$ cat config.mk
export PLATFORM = sky130hd
export DESIGN_NAME = dbc_top
export DESIGN_NICKNAME = d
export VERILOG_FILES = /design/src/hdl/dbc_sync.v /design/src/hdl/dbc_timer.v /design/src/hdl/dbc_top.v
export VERILOG_INCLUDE_DIRS = /design/src /design/src/hdl
export SDC_FILE = /design/constraint.sdc
export NUM_CORES = 1
export LEC_CHECK = 0
export BUFFER_PORTS_ARGS = -buffer_cell sky130_fd_sc_hd__buf_2
export CORE_UTILIZATION = 29
export DETAILED_ROUTE_END_ITERATION = 8
export GPL_ROUTABILITY_DRIVEN = 1
export SKIP_LAST_GASP = 1
export SLEW_MARGIN = 5
export SYNTH_ARGS = -nofsm -noshare
export SYNTH_HDL_FRONTEND = slang
export SYNTH_SLANG_ARGS = --single-unit
$ cat constraint.sdc
create_clock -name pclk -period 5.4 [get_ports pclk]
set_input_delay 0.27 -clock pclk [delete_from_list [all_inputs] [get_ports pclk]]
set_output_delay 0.27 -clock pclk [all_outputs]
set_load 0.005 [all_outputs]
$ cat src/hdl/dbc_defs.vh
`ifndef DBC_DEFS_VH
`define DBC_DEFS_VH

// ---------------------------------------------------------------
// register byte addresses
// ---------------------------------------------------------------
`define DBC_ADDR_W          12
`define DBC_ADDR_CFG        12'h000
`define DBC_ADDR_CTRL       12'h004
`define DBC_ADDR_STAT       12'h008

// ---------------------------------------------------------------
// dram_configuration field positions
// ---------------------------------------------------------------
`define DBC_BEN01_LSB       0
`define DBC_SD01_BIT        2
`define DBC_GAP01_LSB       8
`define DBC_LAT01_LSB       12
`define DBC_REC01_LSB       14
`define DBC_BEN23_LSB       16
`define DBC_SD23_BIT        18
`define DBC_GAP23_LSB       24
`define DBC_LAT23_LSB       28
`define DBC_REC23_LSB       30
`define DBC_CFG_RESET       32'h00000000

// ---------------------------------------------------------------
// control register fields (clock halving and extra half cas)
// ---------------------------------------------------------------
`define DBC_CTRL_HALF0_BIT  0
`define DBC_CTRL_HALF2_BIT  1
`define DBC_CTRL_XCAS0_BIT  2
`define DBC_CTRL_XCAS2_BIT  3
`define DBC_CTRL_W          4
`define DBC_CTRL_RESET      4'h0

// ---------------------------------------------------------------
// timer width
// ---------------------------------------------------------------
`define DBC_TMR_W           6

`endif

$ cat src/hdl/dbc_sync.v
`timescale 1ns/1ps
`default_nettype none

// ---------------------------------------------------------------
// two flip-flop level synchroniser
// ---------------------------------------------------------------
module dbc_sync (
    input  wire clk,
    input  wire rst_n,
    input  wire d,
    output wire q
);

    reg meta_q;
    reg sync_q;

    // first stage is read only by the second stage
    always @(posedge clk or negedge rst_n) begin
        if (!rst_n) begin
            meta_q <= 1'b0;
            sync_q <= 1'b0;
        end else begin
            meta_q <= d;
            sync_q <= meta_q;
        end
    end

    assign q = sync_q;

endmodule

`default_nettype wire

$ cat src/hdl/dbc_timer.v
`timescale 1ns/1ps
`default_nettype none

// ---------------------------------------------------------------
// loadable down counter, counts enable pulses
// ---------------------------------------------------------------
module dbc_timer #(
    parameter W = 6
) (
    input  wire         clk,
    input  wire         rst_n,
    input  wire         load,
    input  wire [W-1:0] load_val,
    input  wire         ce,
    output wire         done
);

    reg [W-1:0] count_q;

    // load wins over a pending decrement
    always @(posedge clk or negedge rst_n) begin
        if (!rst_n) begin
            count_q <= {W{1'b0}};
        end else if (load) begin
            count_q <= load_val;
        end else if (ce && (count_q != {W{1'b0}})) begin
            count_q <= count_q - {{(W-1){1'b0}}, 1'b1};
        end
    end

    assign done = (count_q == {W{1'b0}});

endmodule

`default_nettype wire

$ cat src/hdl/dbc_top.v
`timescale 1ns/1ps
`default_nettype none
`include "dbc_defs.vh"

module dbc_top (
    input  wire        pclk,
    input  wire        presetn,
    input  wire        psel,
    input  wire        penable,
    input  wire        pwrite,
    input  wire [11:0] paddr,
    input  wire [31:0] pwdata,
    output wire [31:0] prdata,
    output wire        pready,
    output wire        pslverr,
    input  wire        sleep_reset,
    input  wire        mem_clk_in,
    input  wire        mem_req,
    input  wire        mem_write,
    input  wire [1:0]  mem_bank,
    input  wire        mem_burst,
    input  wire        mem_autopre,
    output wire        mem_ack,
    output wire        read_capture,
    output wire [3:0]  row_strobe_n,
    output wire [3:0]  sdram_chip_select_n,
    output wire        column_strobe_n,
    output wire        refresh_count_en,
    output wire        cbr_busy
);

    // ---------------------------------------------------------------
    // state codes
    // ---------------------------------------------------------------
    localparam [2:0] S_IDLE  = 3'h0;
    localparam [2:0] S_ROW   = 3'h1;
    localparam [2:0] S_COL   = 3'h2;
    localparam [2:0] S_LATCH = 3'h3;
    localparam [2:0] S_HALF  = 3'h4;
    localparam [2:0] S_CBRC  = 3'h5;
    localparam [2:0] S_CBRR  = 3'h6;

    // ---------------------------------------------------------------
    // timing arithmetic
    // ---------------------------------------------------------------
    // precharge gap in memory ticks
    function [5:0] gap_len;
        input [3:0] gap_code;
        input [1:0] rec_code;
        input       sd;
        input       half;
        input       wr;
        begin
            gap_len = {2'h0, gap_code} + 6'h01
                    + {5'h00, sd & half}
                    + ((sd & wr) ? {4'h0, rec_code} : 6'h00);
        end
    endfunction

    // read latch wait; async in pclk, sdram in sdram ticks
    function [5:0] latch_len;
        input [1:0] lat_code;
        input       sd;
        input       half;
        begin
            if (!sd) begin
                latch_len = {4'h0, lat_code};
            end else if (lat_code == 2'h0) begin
                latch_len = 6'h01;                        // reserved code, treat as one
            end else begin
                latch_len = {4'h0, lat_code};
            end
        end
    endfunction

    // ---------------------------------------------------------------
    // registers
    // ---------------------------------------------------------------
    reg [31:0]               cfg_q;
    reg [`DBC_CTRL_W-1:0]    ctrl_q;
    reg [31:0]               prdata_q;
    reg [2:0]                state_q;
    reg [1:0]                bank_q;
    reg                      wr_q;
    reg                      ap_q;
    reg                      ph_q;
    reg                      clk_prev_q;
    reg                      ack_q;
    reg                      cap_q;
    reg [3:0]                row_n_q;
    reg [3:0]                cs_n_q;
    reg                      col_n_q;

    // ---------------------------------------------------------------
    // apb decode
    // ---------------------------------------------------------------
    wire hit_cfg  = (paddr == `DBC_ADDR_CFG);
    wire hit_ctrl = (paddr == `DBC_ADDR_CTRL);
    wire hit_stat = (paddr == `DBC_ADDR_STAT);
    wire mapped   = hit_cfg | hit_ctrl | hit_stat;
    wire acc      = psel & penable;
    wire wr_en    = acc & pwrite;

    // zero wait states; unmapped addresses answer with an error
    assign pready  = 1'b1;
    assign pslverr = acc & ~mapped;
    assign prdata  = prdata_q;

    // ---------------------------------------------------------------
    // configuration views for the accessed pair
    // ---------------------------------------------------------------
    wire [3:0] ben_w = {cfg_q[`DBC_BEN23_LSB +: 2], cfg_q[`DBC_BEN01_LSB +: 2]};
    wire       sd0   = cfg_q[`DBC_SD01_BIT];
    wire       sd2   = cfg_q[`DBC_SD23_BIT];
    wire       pair = bank_q[1];
    // upper fields decode through the same paths as the lower ones
    wire [3:0] gap_w   = pair ? cfg_q[`DBC_GAP23_LSB +: 4] : cfg_q[`DBC_GAP01_LSB +: 4];
    wire [1:0] lat_w   = pair ? cfg_q[`DBC_LAT23_LSB +: 2] : cfg_q[`DBC_LAT01_LSB +: 2];
    wire [1:0] rec_w   = pair ? cfg_q[`DBC_REC23_LSB +: 2] : cfg_q[`DBC_REC01_LSB +: 2];
    wire       sd_w    = pair ? sd2 : sd0;
    wire       half_w  = pair ? ctrl_q[`DBC_CTRL_HALF2_BIT] : ctrl_q[`DBC_CTRL_HALF0_BIT];
    wire       xhalf_w = pair ? ctrl_q[`DBC_CTRL_XCAS2_BIT] : ctrl_q[`DBC_CTRL_XCAS0_BIT];
    wire       req_sd  = mem_bank[1] ? sd2 : sd0;

    // flags for sdram pairs left with a zero gap; hardware does not guard it
    wire gap_bad0 = sd0 & (cfg_q[`DBC_GAP01_LSB +: 4] == 4'h0);
    wire gap_bad2 = sd2 & (cfg_q[`DBC_GAP23_LSB +: 4] == 4'h0);

    // ---------------------------------------------------------------
    // memory clock edges and sdram rate
    // ---------------------------------------------------------------
    wire clk_s;

    dbc_sync u_sync (
        .clk   (pclk),
        .rst_n (presetn),
        .d     (mem_clk_in),
        .q     (clk_s)
    );

    wire tick    = clk_s & ~clk_prev_q;
    wire fall    = ~clk_s & clk_prev_q;
    // half rate sdram clock advances on every other memory tick
    wire sd_tick = tick & (~half_w | ph_q);

    always @(posedge pclk or negedge presetn) begin
        if (!presetn) begin
            clk_prev_q <= 1'b0;
            ph_q       <= 1'b0;
        end else begin
            clk_prev_q <= clk_s;
            if (tick) begin
                ph_q <= ~ph_q;
            end
        end
    end

    // ---------------------------------------------------------------
    // transfer end conditions and timers
    // ---------------------------------------------------------------
    wire latch_done;
    wire gap_done;
    wire col_done = (state_q == S_COL) & tick;
    wire wr_done  = col_done & wr_q;
    // capture after the latch wait, or on the next falling edge with the extra half
    wire rd_done  = ((state_q == S_LATCH) & latch_done & ~(sd_w & xhalf_w))
                  | ((state_q == S_HALF) & fall);
    wire cbr_done = (state_q == S_CBRR) & tick;
    wire gap_load = wr_done | rd_done | cbr_done;
    wire lat_load = col_done & ~wr_q;
    // async latch counts processor clocks, sdram counts sdram clocks
    wire lat_ce   = sd_w ? sd_tick : 1'b1;

    // autoprecharge read gap starts at data latch, one column tick after the
    // command plus the latch wait, giving latch plus gap plus two overall
    wire [5:0] gap_val = gap_len(gap_w, rec_w, sd_w, half_w, wr_done);
    wire [5:0] lat_val = latch_len(lat_w, sd_w, half_w);

    dbc_timer #(.W(`DBC_TMR_W)) u_gap (
        .clk      (pclk),
        .rst_n    (presetn),
        .load     (gap_load),
        .load_val (gap_val),
        .ce       (tick),
        .done     (gap_done)
    );

    dbc_timer #(.W(`DBC_TMR_W)) u_latch (
        .clk      (pclk),
        .rst_n    (presetn),
        .load     (lat_load),
        .load_val (lat_val),
        .ce       (lat_ce),
        .done     (latch_done)
    );

    // ---------------------------------------------------------------
    // register writes and read data
    // ---------------------------------------------------------------
    // sleep reset clears only the bank enables and wins over a write
    always @(posedge pclk or negedge presetn) begin
        if (!presetn) begin
            cfg_q  <= `DBC_CFG_RESET;
            ctrl_q <= `DBC_CTRL_RESET;
        end else begin
            if (wr_en && hit_cfg) begin
                cfg_q <= pwdata;
            end
            if (wr_en && hit_ctrl) begin
                ctrl_q <= pwdata[`DBC_CTRL_W-1:0];
            end
            if (sleep_reset) begin
                cfg_q[`DBC_BEN01_LSB +: 2] <= 2'h0;
                cfg_q[`DBC_BEN23_LSB +: 2] <= 2'h0;
            end
        end
    end

    // read data captured in the setup phase
    always @(posedge pclk or negedge presetn) begin
        if (!presetn) begin
            prdata_q <= 32'h00000000;
        end else if (psel && !penable && !pwrite) begin
            if (hit_cfg) begin
                prdata_q <= cfg_q;
            end else if (hit_ctrl) begin
                prdata_q <= {28'h0000000, ctrl_q};
            end else if (hit_stat) begin
                prdata_q <= {22'h000000, gap_bad2, gap_bad0, 1'b0, state_q,
                             1'b0, ~gap_done, refresh_count_en, (state_q != S_IDLE)};
            end else begin
                prdata_q <= 32'h00000000;
            end
        end
    end

    // ---------------------------------------------------------------
    // access sequencer
    // ---------------------------------------------------------------
    // strobes stay high while the gap timer runs, so idle time is the gap
    always @(posedge pclk or negedge presetn) begin
        if (!presetn) begin
            state_q <= S_IDLE;
            bank_q  <= 2'h0;
            wr_q    <= 1'b0;
            ap_q    <= 1'b0;
            ack_q   <= 1'b0;
            cap_q   <= 1'b0;
            row_n_q <= 4'hF;
            cs_n_q  <= 4'hF;
            col_n_q <= 1'b1;
        end else begin
            ack_q <= 1'b0;
            cap_q <= 1'b0;
            case (state_q)
                S_IDLE: begin
                    if (mem_req && gap_done && tick) begin
                        bank_q <= mem_bank;
                        wr_q   <= mem_write;
                        ap_q   <= mem_autopre;
                        if (ben_w[mem_bank]) begin
                            state_q <= S_ROW;
                            if (req_sd) begin
                                cs_n_q[mem_bank] <= 1'b0;
                            end else begin
                                row_n_q[mem_bank] <= 1'b0;
                            end
                        end else if (!mem_burst) begin
                            state_q <= S_CBRC;
                            col_n_q <= 1'b0;
                        end else begin
                            ack_q <= 1'b1;
                        end
                    end
                end
                S_ROW: begin
                    if (tick) begin
                        col_n_q <= 1'b0;
                        state_q <= S_COL;
                    end
                end
                S_COL: begin
                    if (tick) begin
                        col_n_q <= 1'b1;
                        if (wr_q) begin
                            ack_q   <= 1'b1;
                            row_n_q <= 4'hF;
                            cs_n_q  <= 4'hF;
                            state_q <= S_IDLE;
                        end else begin
                            state_q <= S_LATCH;
                        end
                    end
                end
                S_LATCH: begin
                    if (latch_done) begin
                        if (sd_w && xhalf_w) begin
                            state_q <= S_HALF;
                        end else begin
                            cap_q   <= 1'b1;
                            ack_q   <= 1'b1;
                            row_n_q <= 4'hF;
                            cs_n_q  <= 4'hF;
                            state_q <= S_IDLE;
                        end
                    end
                end
                S_HALF: begin
                    if (fall) begin
                        cap_q   <= 1'b1;
                        ack_q   <= 1'b1;
                        row_n_q <= 4'hF;
                        cs_n_q  <= 4'hF;
                        state_q <= S_IDLE;
                    end
                end
                S_CBRC: begin
                    if (tick) begin
                        row_n_q <= 4'h0;
                        cs_n_q  <= 4'h0;
                        state_q <= S_CBRR;
                    end
                end
                S_CBRR: begin
                    if (tick) begin
                        row_n_q <= 4'hF;
                        cs_n_q  <= 4'hF;
                        col_n_q <= 1'b1;
                        ack_q   <= 1'b1;
                        state_q <= S_IDLE;
                    end
                end
                default: begin
                    state_q <= S_IDLE;
                    row_n_q <= 4'hF;
                    cs_n_q  <= 4'hF;
                    col_n_q <= 1'b1;
                end
            endcase
        end
    end

    // ---------------------------------------------------------------
    // outputs
    // ---------------------------------------------------------------
    assign mem_ack             = ack_q;
    assign read_capture        = cap_q;
    assign row_strobe_n        = row_n_q;
    assign sdram_chip_select_n = cs_n_q;
    assign column_strobe_n     = col_n_q;
    assign cbr_busy            = (state_q == S_CBRC) | (state_q == S_CBRR);
    // refresh stops once every bank is disabled
    assign refresh_count_en    = |ben_w;

endmodule

`default_nettype wire

# ---- Word-level counts from Yosys, hierarchy flattened
# Index checks and enable logic that the tools add are counted.
dict set report classes {
  add_sub_neg 5
  order_cmp 2
  eq_ne 24
  muxes 69
  n_bitwise 38
  reduce_logical 33
}
# operator count
set op_table {}
lappend op_table {{$mux W4} 14}
lappend op_table {{$pmux W4 S7} 2}
lappend op_table {{$mux W32} 1}
lappend op_table {{$mux W3} 10}
lappend op_table {{$ne A2 B2 Y1 const B} 14}
lappend op_table {{$mux W6} 4}
lappend op_table {{$reduce_and A11 Y1} 2}
lappend op_table {{$mux W1} 21}
lappend op_table {{$pmux W3 S7} 1}
lappend op_table {{$mux W10} 2}
lappend op_table {{$and A1 B1 Y1} 18}
lappend op_table {{$mux W18} 1}
lappend op_table {{$mux W2} 8}
lappend op_table {{$eq A12 B3 Y1 const B} 1}
lappend op_table {{$eq A12 B4 Y1 const B} 1}
lappend op_table {{$logic_not A12 Y1} 1}
lappend op_table {{$logic_not A6 Y1} 2}
lappend op_table {{$reduce_bool A6 Y1} 2}
lappend op_table {{$sub A6 B1 Y6 const B} 2}
lappend op_table {{$logic_and A1 B1 Y1} 10}
lappend op_table {{$not A1 Y1} 10}
lappend op_table {{$eq A3 B3 Y1 const B} 3}
lappend op_table {{$and A4 B4 Y4} 2}
lappend op_table {{$logic_not A4 Y1} 2}
lappend op_table {{other kinds (27)} 37}
dict set report totals {
  regBits 101
  input_bits 57
  out_inout_bits 47
  elab_cells 189
}

# ---- Depth between registers and ports, before layout
# Gate-level depths: netlist (run 1).
dict set report logic_depth {
  depth_word 10
  mapped_depth 12
  mapped_depth_nobuf 11
}

# ---- Hierarchy
# From an unflattened synthesis (run 1), not the netlist that was laid out.
dict set report hier_totals {
  cells_unflattened 491
  area_unflattened_um2 5031.1
}
# module instances cells_each area_each_um2 seq_area_each_um2
set modules_own_cells {}
lappend modules_own_cells {dbc_top 1 401 4190.3 2163.3}
lappend modules_own_cells {dbc_timer 2 44 395.4 150.1}
lappend modules_own_cells {dbc_sync 1 2 50.0 50.0}

# ---- Least setup slack after synthesis (run 1)
# OpenSTA, ideal clock, no wires.
dict set report synth_timing {
  path_type {register to register}
  from {register state_q[0]}
  to {register u_gap.count_q[2]}
  setup_ns 0.128
  arrival_ns 2.443
  t_required_ns 5.272
  setup_slack_ns 2.830
  path_stages_with_launch 13
  path_buffers 1
  period_less_slack_ns 2.570
  cell_sequence {dfrtp_1 buf_2 inv_1 nand3_1 or4_1 ha_1 inv_1 ha_1 inv_1 fa_1 xnor2_1 nand2_1 o21ai_0}
}
dict set report synth_between {
  elab_chain_cells 7
  word_cells_on_any_way 18
  classes_between {add/sub (1); eq/ne (4); mux (2); bitwise (10); reduce/logical (1)}
}
# item line_no
set synth_rtl {}
lappend synth_rtl {{start, declared} dbc_top.v:82} ;# reg [2:0] state_q;
lappend synth_rtl {{start signal, assigned} dbc_top.v:243} ;# state_q <= S_IDLE;
lappend synth_rtl {{start signal, assigned} dbc_top.v:262} ;# state_q <= S_ROW;
lappend synth_rtl {{start signal, assigned} dbc_top.v:269} ;# state_q <= S_CBRC;
lappend synth_rtl {{$eq A3 B2 Y1, on equally long branches} {dbc_top.v:163, dbc_top.v:166}}
lappend synth_rtl {{$and A1 B1 Y1, on equally long branches} {dbc_top.v:163, dbc_top.v:166}}
lappend synth_rtl {{$and A1 B1 Y1, on equally long branches} {dbc_top.v:164, dbc_top.v:166}}
lappend synth_rtl {{$and A1 B1 Y1 / $or A1 B1 Y1 (equally long branches)} {dbc_top.v:56, dbc_top.v:167}}
lappend synth_rtl {{$mux W2 / $or A1 B1 Y1 (equally long branches)} {dbc_top.v:56, dbc_top.v:169}}
lappend synth_rtl {{$add A6 B2 Y6 / $or A1 B1 Y1 (equally long branches)} {dbc_top.v:56, dbc_top.v:169}}
lappend synth_rtl {{$mux W6 / $reduce_bool A2 Y1 (equally long branches)} --}
lappend synth_rtl {{end signal, assigned} dbc_timer.v:23} ;# count_q <= {W{1'b0}};
lappend synth_rtl {{end signal, assigned} dbc_timer.v:25} ;# count_q <= load_val;
lappend synth_rtl {{end signal, assigned} dbc_timer.v:27} ;# count_q <= count_q - {{(W-1){1'b0}}, 1'b1};
lappend synth_rtl {{end, declared} dbc_timer.v:18} ;# reg [W-1:0] count_q;
# Several ways; a longest one is shown, not always the timed one.
# A chain may end at the register's enable or synchronous reset.

# ---- Worst setup path in the final report (run 1)
dict set report layout_timing {
  from {register clk_prev_q}
  to {register u_gap.count_q[4]}
}
dict set report layout_between {
  elab_chain_cells 8
  word_cells_on_any_way 16
  classes_between {add/sub (1); mux (2); bitwise (11); reduce/logical (2)}
}
# item line_no
set layout_rtl {}
lappend layout_rtl {{start, declared} dbc_top.v:87} ;# reg clk_prev_q;
lappend layout_rtl {{start signal, assigned} dbc_top.v:151} ;# clk_prev_q <= clk_s;
lappend layout_rtl {{$not A1 Y1} dbc_top.v:141} ;# wire tick = clk_s & ~clk_prev_q;
lappend layout_rtl {{$and A1 B1 Y1} dbc_top.v:141}
lappend layout_rtl {{$and A1 B1 Y1} dbc_top.v:163} ;# wire col_done = (state_q == S_COL) & tick;
lappend layout_rtl {{$and A1 B1 Y1} dbc_top.v:164} ;# wire wr_done = col_done & wr_q;
lappend layout_rtl {{$and A1 B1 Y1} dbc_top.v:56} ;# + ((sd & wr) ? {4'h0, rec_code} : 6'h00);
lappend layout_rtl {{$mux W2} dbc_top.v:56}
lappend layout_rtl {{$add A6 B2 Y6} dbc_top.v:56}
lappend layout_rtl {{$mux W6} dbc_timer.v:24} ;# end else if (load) begin
# Several ways; a longest one is shown, not always the timed one.

==> results of run 1 <==
==> through the flow <==
step	area, um^2	instances	setup slack [ns]	power [W]	hold slack, ns
6_report	5760	729	1.99	0.00219	0.0425
5_1_grt	5760	729	1.87	0.00233	0.0349
3_3_place_gp	5450	712	2.18	0.00154	0.240
2_1_floorplan	4770	414	2.83	0.00138	-0.0256
3_5_place_dp	5450	712	2.08	0.00156	0.249
4_1_cts	5760	729	2.07	0.00222	0.0319
==> flip-flops by register name, indices dropped and copies added (netlist names), 3 cells and up <==
signal               cells
ctrl_q                   4
u_latch.count_q          6
sdram_chip_select_n      4
row_strobe_n             4
state_q                  3
prdata                  32
u_gap.count_q            6
cfg_q                   32
==> final timing paths <==
check | cells past startpoint | end | startpoint
worst max-delay path | 11 | u_gap.count_q[4] | clk_prev_q
worst min-delay path | 1 | u_sync.meta_q | mem_clk_in
worst max register to register | 11 | u_gap.count_q[4] | clk_prev_q
worst min register to register | 0 | u_sync.q | u_sync.meta_q
max in group asynchronous | 3 | u_sync.meta_q | presetn
min in group asynchronous | 2 | cfg_q[6] | presetn
==> power by group through the flow <==
stage	registers, W	logic, W	clock network, W
6_report	0.00103	0.000522	0.000644
5_1_grt	0.00105	0.000591	0.000697
3_3_place_gp	0.00103	0.000504	0
4_1_cts	0.00103	0.000526	0.000670
3_5_place_dp	0.00104	0.000523	0
2_1_floorplan	0.000969	0.000409	0
==> critical path, delay by kind of cell (launching register included) <==
kind / cells / cell delay, ns
simple gates: 4 / 1.70
buf+inv: 2 / 0.12
flops: 1 / 0.40
compound gates: 2 / 0.22
fa+ha+maj: 3 / 0.86
==> routing by layer <==
metal | global-route usage | share of wire | up-vias
li1 | - | - | 1688
met1 | 0.176 | 0.44 | 1774
met2 | 0.247 | 0.48 | 106
met3 | 0.0545 | 0.074 | 14
met4 | 0.0417 | 0.012 | 2
met5 | 0 | 0.00085 | -
==> cells by family (layout without fill, tap and decap cells) <==
family | count (synthesis) | after routing
fa+ha+maj | 9 | 9
flops | 100 | 100
other cells | 1 | 1
xor+xnor | 13 | 13
buf+inv | 37 | 136
mux | 59 | 59
simple gates | 105 | 105
compound gates | 90 | 90
==> cells in the final DEF (no fill, tap or decap), types with 2 or more instances in the layout <==
cell type,n
o22ai_1,4
nand3_1,9
a22o_1,25
and2_1,2
nor4_1,6
mux2_2,40
a211oi_1,5
a21oi_1,15
buf_4,3
mux2i_1,17
clkbuf_1,3
nor3_1,8
or4_1,3
dfrtp_1,91
ha_1,8
dfstp_2,9
o21ai_0,15
nand2_1,30
clkbuf_16,9
inv_1,16
a21o_1,3
nor2_1,20
xnor2_1,5
xor2_1,8
nand2b_1,5
nor2b_1,4
o31ai_1,11
o21bai_1,2
mux2_1,2
nand3b_1,3
and3_1,2
buf_2,100
==> layout make-up <==
class	count	area [um^2]
Sequential cell	100	2510
Fill cell	1640	10200
Timing Repair Buffer	104	533
Inverter	16	60.1
Multi-Input combinational cell	277	2090
Tap cell	216	270
Clock buffer	13	250
Clock inverter	3	46.3
==> impl_metrics.toml, run 1 <==
[outcome]
status = "finished clean"

[floorplan]
io_pins = 104
dieArea_mm2 = 0.0170
fp.dieH_um = 130
core_area_mm2 = 0.0160
start_util = 0.298
num_rows = 46
die_w_um = 130

[clock_tree]
clockRootBuffer = "clkbuf_16"
h-tree-depth = 3
hold_buffers = 1
clk_path_buf_depth = 2
cts_tree = "yes"
cts-resized-gates = 0
post_cts_buffers = 0
cts.sinks = 100
clock_latency_ns = 0.35
cts_buffers = 9
clk_pin_slew_ns = 0.07

[power_and_ir_drop]
switching_share = 0.321
power_density_mw_per_mm2 = 381
p_sw_w = 0.000704
leakagePower_nw = 2.82
pwr-share-clk = 0.294
p_int_w = 0.00149
ir_worst_vdd_mv = 0.199
p_seq_frac = 0.468
power_frac_comb = 0.238

[logic_synthesis]
synthAdderAreaFrac = 0.0252
synth.most_common_cell = "dfrtp_1"
seq_area_frac_synth = 0.527
synth_top_family_by_area = "multiplexers"
synth_simple_gate_area_frac = 0.118
netlist_top_cells_count = "dfrtp_1, mux2_2, nand2_1"
synth.top_cell.area_share = 0.477
muxShareOfSynthArea = 0.135
synthFlopType = "dfrtp_1"
ys_ff_latch = 100
synth_area_mm2 = 0.00477
synthCells = 414
ys_warn_count = 0
yosysUniqueCellTypes = 56
syn_nets = 480
synth_compound_area_frac = 0.133
synth_area_leaders = "dfrtp_1, mux2_2, dfstp_2"
synth_edf_count = 0
yosysTopAreaCell = "dfrtp_1"
syn_avg_cell_area_um2 = 11.5
yosys.area_share.xor_xnor = 0.0239
async_flop_share = 1.00

[placement]
io_buffers = 101
hpwlAfterDp_mm = 8.59
gp_congestion = 0.855

[detailed_routing]
routed_wl_mm = 11.8
drtIter0Drc = 184
ant_nets = 0
drtPass1Iterations = 4
vias = 3584
post-route-drc-count = 0
wire_per_inst_um = 16.2
vias_per_cell = 4.92

[sta]
maxSlewViolCount = 0
period_minus_slack_ns = 3.41
grt_setup_unrepaired = "false"
clock.fmax_mhz = 294
worstMarginPinSlew_ns = 1.07
post-route-period-util = 0.631
slew-limit-headroom = 0.283
timing.final.hold_violations = 0
setup-violations-final = 0
finClkSkew_ns = 0.00901
fin_tns_setup_ns = 0

[finish]
syn_to_final_growth_pct = 20.7
antenna_cells = 0
drive_above_1_share = 0.337
final_core_util = 0.360
nNetsFinal = 574

[worst_setup_path]
cp_max_fo = 11
slowest_stage = "nor2b_1"
criticalPathCategory = "reg2reg"
worstSetupEndpointType = "register"
crit_path_start_kind = "register"
critPathArrivalTime_ns = 3.66
path_cells = "nor2b_1 -> nand3_1 -> or4_1 -> ha_1 -> inv_1 -> ha_1 -> inv_1 -> fa_1 -> nor2b_1 -> o211ai_1 -> o21ai_0"
slowest_delay_ns = 0.70
worstPathRequired_ns = 5.66
ff2ff_setup_slack_ns = 1.99

[job]
max-cap-violations = 0

[global_route]
grt_pass1_wl_mm = 18.9
grt_pass1_vias = 3679
grt_overflow = 0
antenna_found_initial = 1
gr-usage-all-layers = 0.147
grt_max_degree = 67

[hold_path]
hp-class = "in2reg"
Note: power is estimated with default switching activity, not from simulation.
==> run 2: changes to the inputs <==
- clock period: 5.4 -> 2.9 ns (I/O delays scaled with it)
==> impl_metrics.toml, run 2 (synthesis results as in run 1) <==
[placement]
io_buffers = 101
dp_cells = 723
hpwlAfterDp_mm = 8.93
gp_congestion = 0.785
post_dp_cell_area_mm2 = 0.00554

[floorplan]
dieArea_mm2 = 0.0170
io_pins = 104
core_area_mm2 = 0.0160
start_util = 0.298
die_w_um = 130
fp.dieH_um = 130
num_rows = 46

[global_route]
grt_overflow = 0
grt_pass1_vias = 3777
grt_pass1_wl_mm = 19.6
antenna_found_initial = 1
grt_max_degree = 58
gr-usage-all-layers = 0.152

[finish]
syn_to_final_growth_pct = 23.5
multi_input_area_mm2 = 0.00209
fin_area_mm2 = 0.00590
nFillCells = 1625
register_area_mm2 = 0.00251
drive_above_1_share = 0.352
antenna_cells = 0
final_common_cell = "buf_2"
nNetsFinal = 587
final_cell_mix = "buf_2, dfrtp_1, mux2_2"
final_cells = 742

[sta]
post-route-period-util = 0.922
maxSlewViolCount = 0
timing.final.hold_violations = 0
grt_setup_unrepaired = "false"
clock.fmax_mhz = 374
finClkSkew_ns = 0.00942
worstMarginPinSlew_ns = 0.923
period_minus_slack_ns = 2.68
holdWs_ns = 0.0202
fin_tns_setup_ns = 0
setup-violations-final = 0
slew-limit-headroom = 0.385

[job]
max-cap-violations = 0

[clock_tree]
clk_pin_slew_ns = 0.06
clk_path_buf_depth = 2
cts-resized-gates = 0
cts_tree = "yes"
h-tree-depth = 3
post_cts_buffers = 0
clock_latency_ns = 0.34
hold_buffers = 3
clockRootBuffer = "clkbuf_16"
cts.sinks = 100
cts_buffers = 9

[worst_setup_path]
ff2ff_setup_slack_ns = 0.22
crit_path_start_kind = "register"
criticalPathCategory = "reg2reg"
critPathArrivalTime_ns = 2.90
worstSetupEndpointType = "register"
r2r_start = "u_sync.q"
cp-startpoint = "u_sync.q"
cp_max_fo = 4
worstPathRequired_ns = 3.12

[outcome]
status = "finished clean"

[detailed_routing]
vias_per_cell = 4.92
drtIter0Drc = 114
drtPass1Iterations = 4
wire_per_inst_um = 16.3
routed_wl_mm = 12.1
post-route-drc-count = 0
vias = 3649
ant_nets = 0

[power_and_ir_drop]
ir_worst_vdd_mv = 0.363
leakagePower_nw = 2.90
power_density_mw_per_mm2 = 722

[hold_path]
hp-class = "in2reg"
holdCritStartpoint = "pwdata[28]"
[run 2: worst paths after layout]
kind / end / cells after the start
setup reg to reg: u_gap.count_q[2] / 11
hold reg to reg: u_sync.q / 0
min in group asynchronous: prdata[26] / 2
hold / removal: cfg_q[28] / 2
max in group asynchronous: prdata[11] / 3
setup / recovery: u_gap.count_q[2] / 11
[run 2: stage by stage]
step                setup slack [ns]  power [W]   util
floorplan                      0.330    0.00257      -
global placement               0.325    0.00291  0.346
detailed placement             0.246    0.00297  0.346
CTS                            0.221    0.00431  0.368
global route                  0.0857    0.00452  0.368
finish                         0.225    0.00426  0.368
[run 2: metal layers]
layer / track usage / share of wire / vias up
met5: 0 / 0.00066 / -
met4: 0.0404 / 0.010 / 2
met1: 0.191 / 0.46 / 1809
met2: 0.249 / 0.47 / 107
met3: 0.0492 / 0.059 / 13
li1: - / - / 1718
[run 2: layout make-up]
type | instances | share of cell area
Multi-Input combinational cell | 277 | 0.354
Timing Repair Buffer | 117 | 0.108
Clock buffer | 13 | 0.0441
Inverter | 16 | 0.0102
Tap cell | 216 | 0.0458
Clock inverter | 3 | 0.0117
Sequential cell | 100 | 0.426
[run 2: where the power goes]
| group | switching, W | internal, W |
|---|---|---|
| combinational | 0.000658 | 0.000482 |
| sequential | 0.000163 | 0.00164 |
| clock | 0.000509 | 0.000806 |
[run 2: critical path: stages (launching register included)]
cell     delay (ns)
dfrtp_1        0.39
nor2b_1        0.21
nand3_1        0.21
or4_1          0.52
ha_1           0.29
inv_1          0.06
ha_1           0.16
inv_1          0.05
fa_1           0.40
xnor2_1        0.14
nand2_1        0.06
o21ai_0        0.06
==> run 3: changes to the inputs <==
- MAX_ROUTING_LAYER: unset -> met4
- REMOVE_ABC_BUFFERS: unset -> 1
==> impl_metrics.toml, run 3 (synthesis results as in run 1) <==
[detailed_routing]
ant_nets = 0
dr_wl_met3_um = 777
vias = 3642
routed_wl_mm = 12.3
drtPass1Iterations = 4
met2_length_mm = 5.94
drtIter0Drc = 164
post-route-drc-count = 0
vias_per_cell = 4.89
highest_layer = "met4"
met1Wirelength_mm = 5.39
wire_per_inst_um = 16.5

[sta]
maxSlewViolCount = 0
period_minus_slack_ns = 2.63
grt_setup_unrepaired = "false"
timing.final.hold_violations = 0
setup-violations-final = 0
post-route-period-util = 0.908
worstMarginPinSlew_ns = 0.881
slew-limit-headroom = 0.413
fin_ws_ns = 0.265
clock.fmax_mhz = 380
finClkSkew_ns = 0.00787

[clock_tree]
clockRootBuffer = "clkbuf_16"
h-tree-depth = 3
cts.sinks = 100
clock_latency_ns = 0.36
cts_tree = "yes"
cts_buffers = 9
clk_pin_slew_ns = 0.07
cts-resized-gates = 0
post_cts_buffers = 0
clk_path_buf_depth = 2

[power_and_ir_drop]
power_density_mw_per_mm2 = 713
switching_share = 0.332
pwr-share-clk = 0.298
ir_worst_vdd_mv = 0.356
p_seq_frac = 0.427
p_int_w = 0.00281
p_sw_w = 0.00140
leakagePower_nw = 2.91
power_frac_comb = 0.275

[worst_setup_path]
r2r_end = "u_gap.count_q[2]"
ff2ff_setup_slack_ns = 0.27
cp_max_fo = 6
worstSetupPathDepth = 11
crit_path_start_kind = "register"
slowest_delay_ns = 0.52
slowest_stage = "or4_1"
r2r_start = "cfg_q[2]"
ff2ff_path_depth = 11
cp-startpoint = "cfg_q[2]"
worstSetupEndpointType = "register"
crit_end = "u_gap.count_q[2]"
criticalPathCategory = "reg2reg"
worstPathRequired_ns = 3.14
path_cells = "nor2b_1 -> a21oi_1 -> or4_1 -> ha_1 -> inv_1 -> ha_1 -> inv_1 -> fa_1 -> xnor2_1 -> nand2_1 -> o21ai_0"
path_buf_inv = 2
cp_top_family = "adder cells"
critPathArrivalTime_ns = 2.88

[outcome]
status = "finished clean"

[global_route]
antenna_found_initial = 0
gr-usage-all-layers = 0.161
grt_pass1_vias = 3825
grt_overflow = 0
grt_pass1_wl_mm = 20.0
grt_max_degree = 57

[floorplan]
die_w_um = 130
io_pins = 104
start_util = 0.298
num_rows = 46
core_area_mm2 = 0.0160
dieArea_mm2 = 0.0170
fp.dieH_um = 130

[finish]
antenna_cells = 0
final_core_util = 0.369
final_cell_mix = "buf_2, dfrtp_1, mux2_2"
drive_above_1_share = 0.357
nNetsFinal = 590
final_common_cell = "buf_2"
syn_to_final_growth_pct = 23.6

[job]
max-cap-violations = 0

[hold_path]
hp-class = "in2reg"
holdCritStartpoint = "pwdata[28]"

[placement]
pre_cts_ws_ns = 0.280
hpwlAfterDp_mm = 9.08
gp_congestion = 0.859
io_buffers = 101
run 3: changes by cell type in the layout (fill, tap and decap cells not counted), sizes merged:
cell         change
buf              +2
inv              +3
bufinv           -1
clkinv           +1
dlygate4sd3      +1
clkinvlp         +1
clkbuf           -4
run 3: how the worst min path moves through the flow:
stage | end | slack, ns | cells after the start
floorplan | bank_q[1] | -0.15 | 0
global placement | u_sync.meta_q | 0.25 | 1
detailed placement | read_capture | 0.26 | 1
CTS | cfg_q[26] | 0.002 | 2
global route | cfg_q[10] | 0.01 | 2
finish | cfg_q[28] | 0.01 | 2
run 3: power by group through the flow:
stage | combinational (W) | clock [W] | sequential [W]
3_5_place_dp | 0.00115 | 0 | 0.00183
2_1_floorplan | 0.000668 | 0 | 0.00187
5_1_grt | 0.00129 | 0.00134 | 0.00182
3_3_place_gp | 0.00112 | 0 | 0.00181
4_1_cts | 0.00116 | 0.00129 | 0.00180
6_report | 0.00116 | 0.00125 | 0.00180
run 3: area by class of cell:
type,instances,area [um^2]
Clock buffer,9,225
Multi-Input combinational cell,277,2090
Timing Repair Buffer,120,661
Sequential cell,100,2510
Tap cell,216,270
Fill cell,1649,10100
Inverter,16,60.1
Clock inverter,7,83.8
run 3: repair_timing:
action,CTS,global route
hold endpoints to repair,51,0
hold buffers,4,0
setup endpoints to repair,0,0
run 3: metrics by stage:
step / power, W / hold slack [ns] / area, um^2 / TNS, ns / std cells
5_1_grt: 0.00446 / 0.0149 / 5900 / 0 / 745
4_1_cts: 0.00425 / 0.00247 / 5900 / 0 / 745
3_3_place_gp: 0.00293 / 0.254 / 5550 / 0 / 725
3_5_place_dp: 0.00298 / 0.260 / 5550 / 0 / 725
2_1_floorplan: 0.00253 / -0.151 / 4650 / -2.67 / 393
6_report: 0.00421 / 0.0112 / 5900 / 0 / 745
run 3: routing by layer:
| layer | up-vias | GRT usage |
|---|---|---|
| met2 | 92 | 0.250 |
| li1 | 1716 | - |
| met4 | 0 | 0.0575 |
| met1 | 1822 | 0.202 |
| met5 | - | - |
| met3 | 12 | 0.0422 |
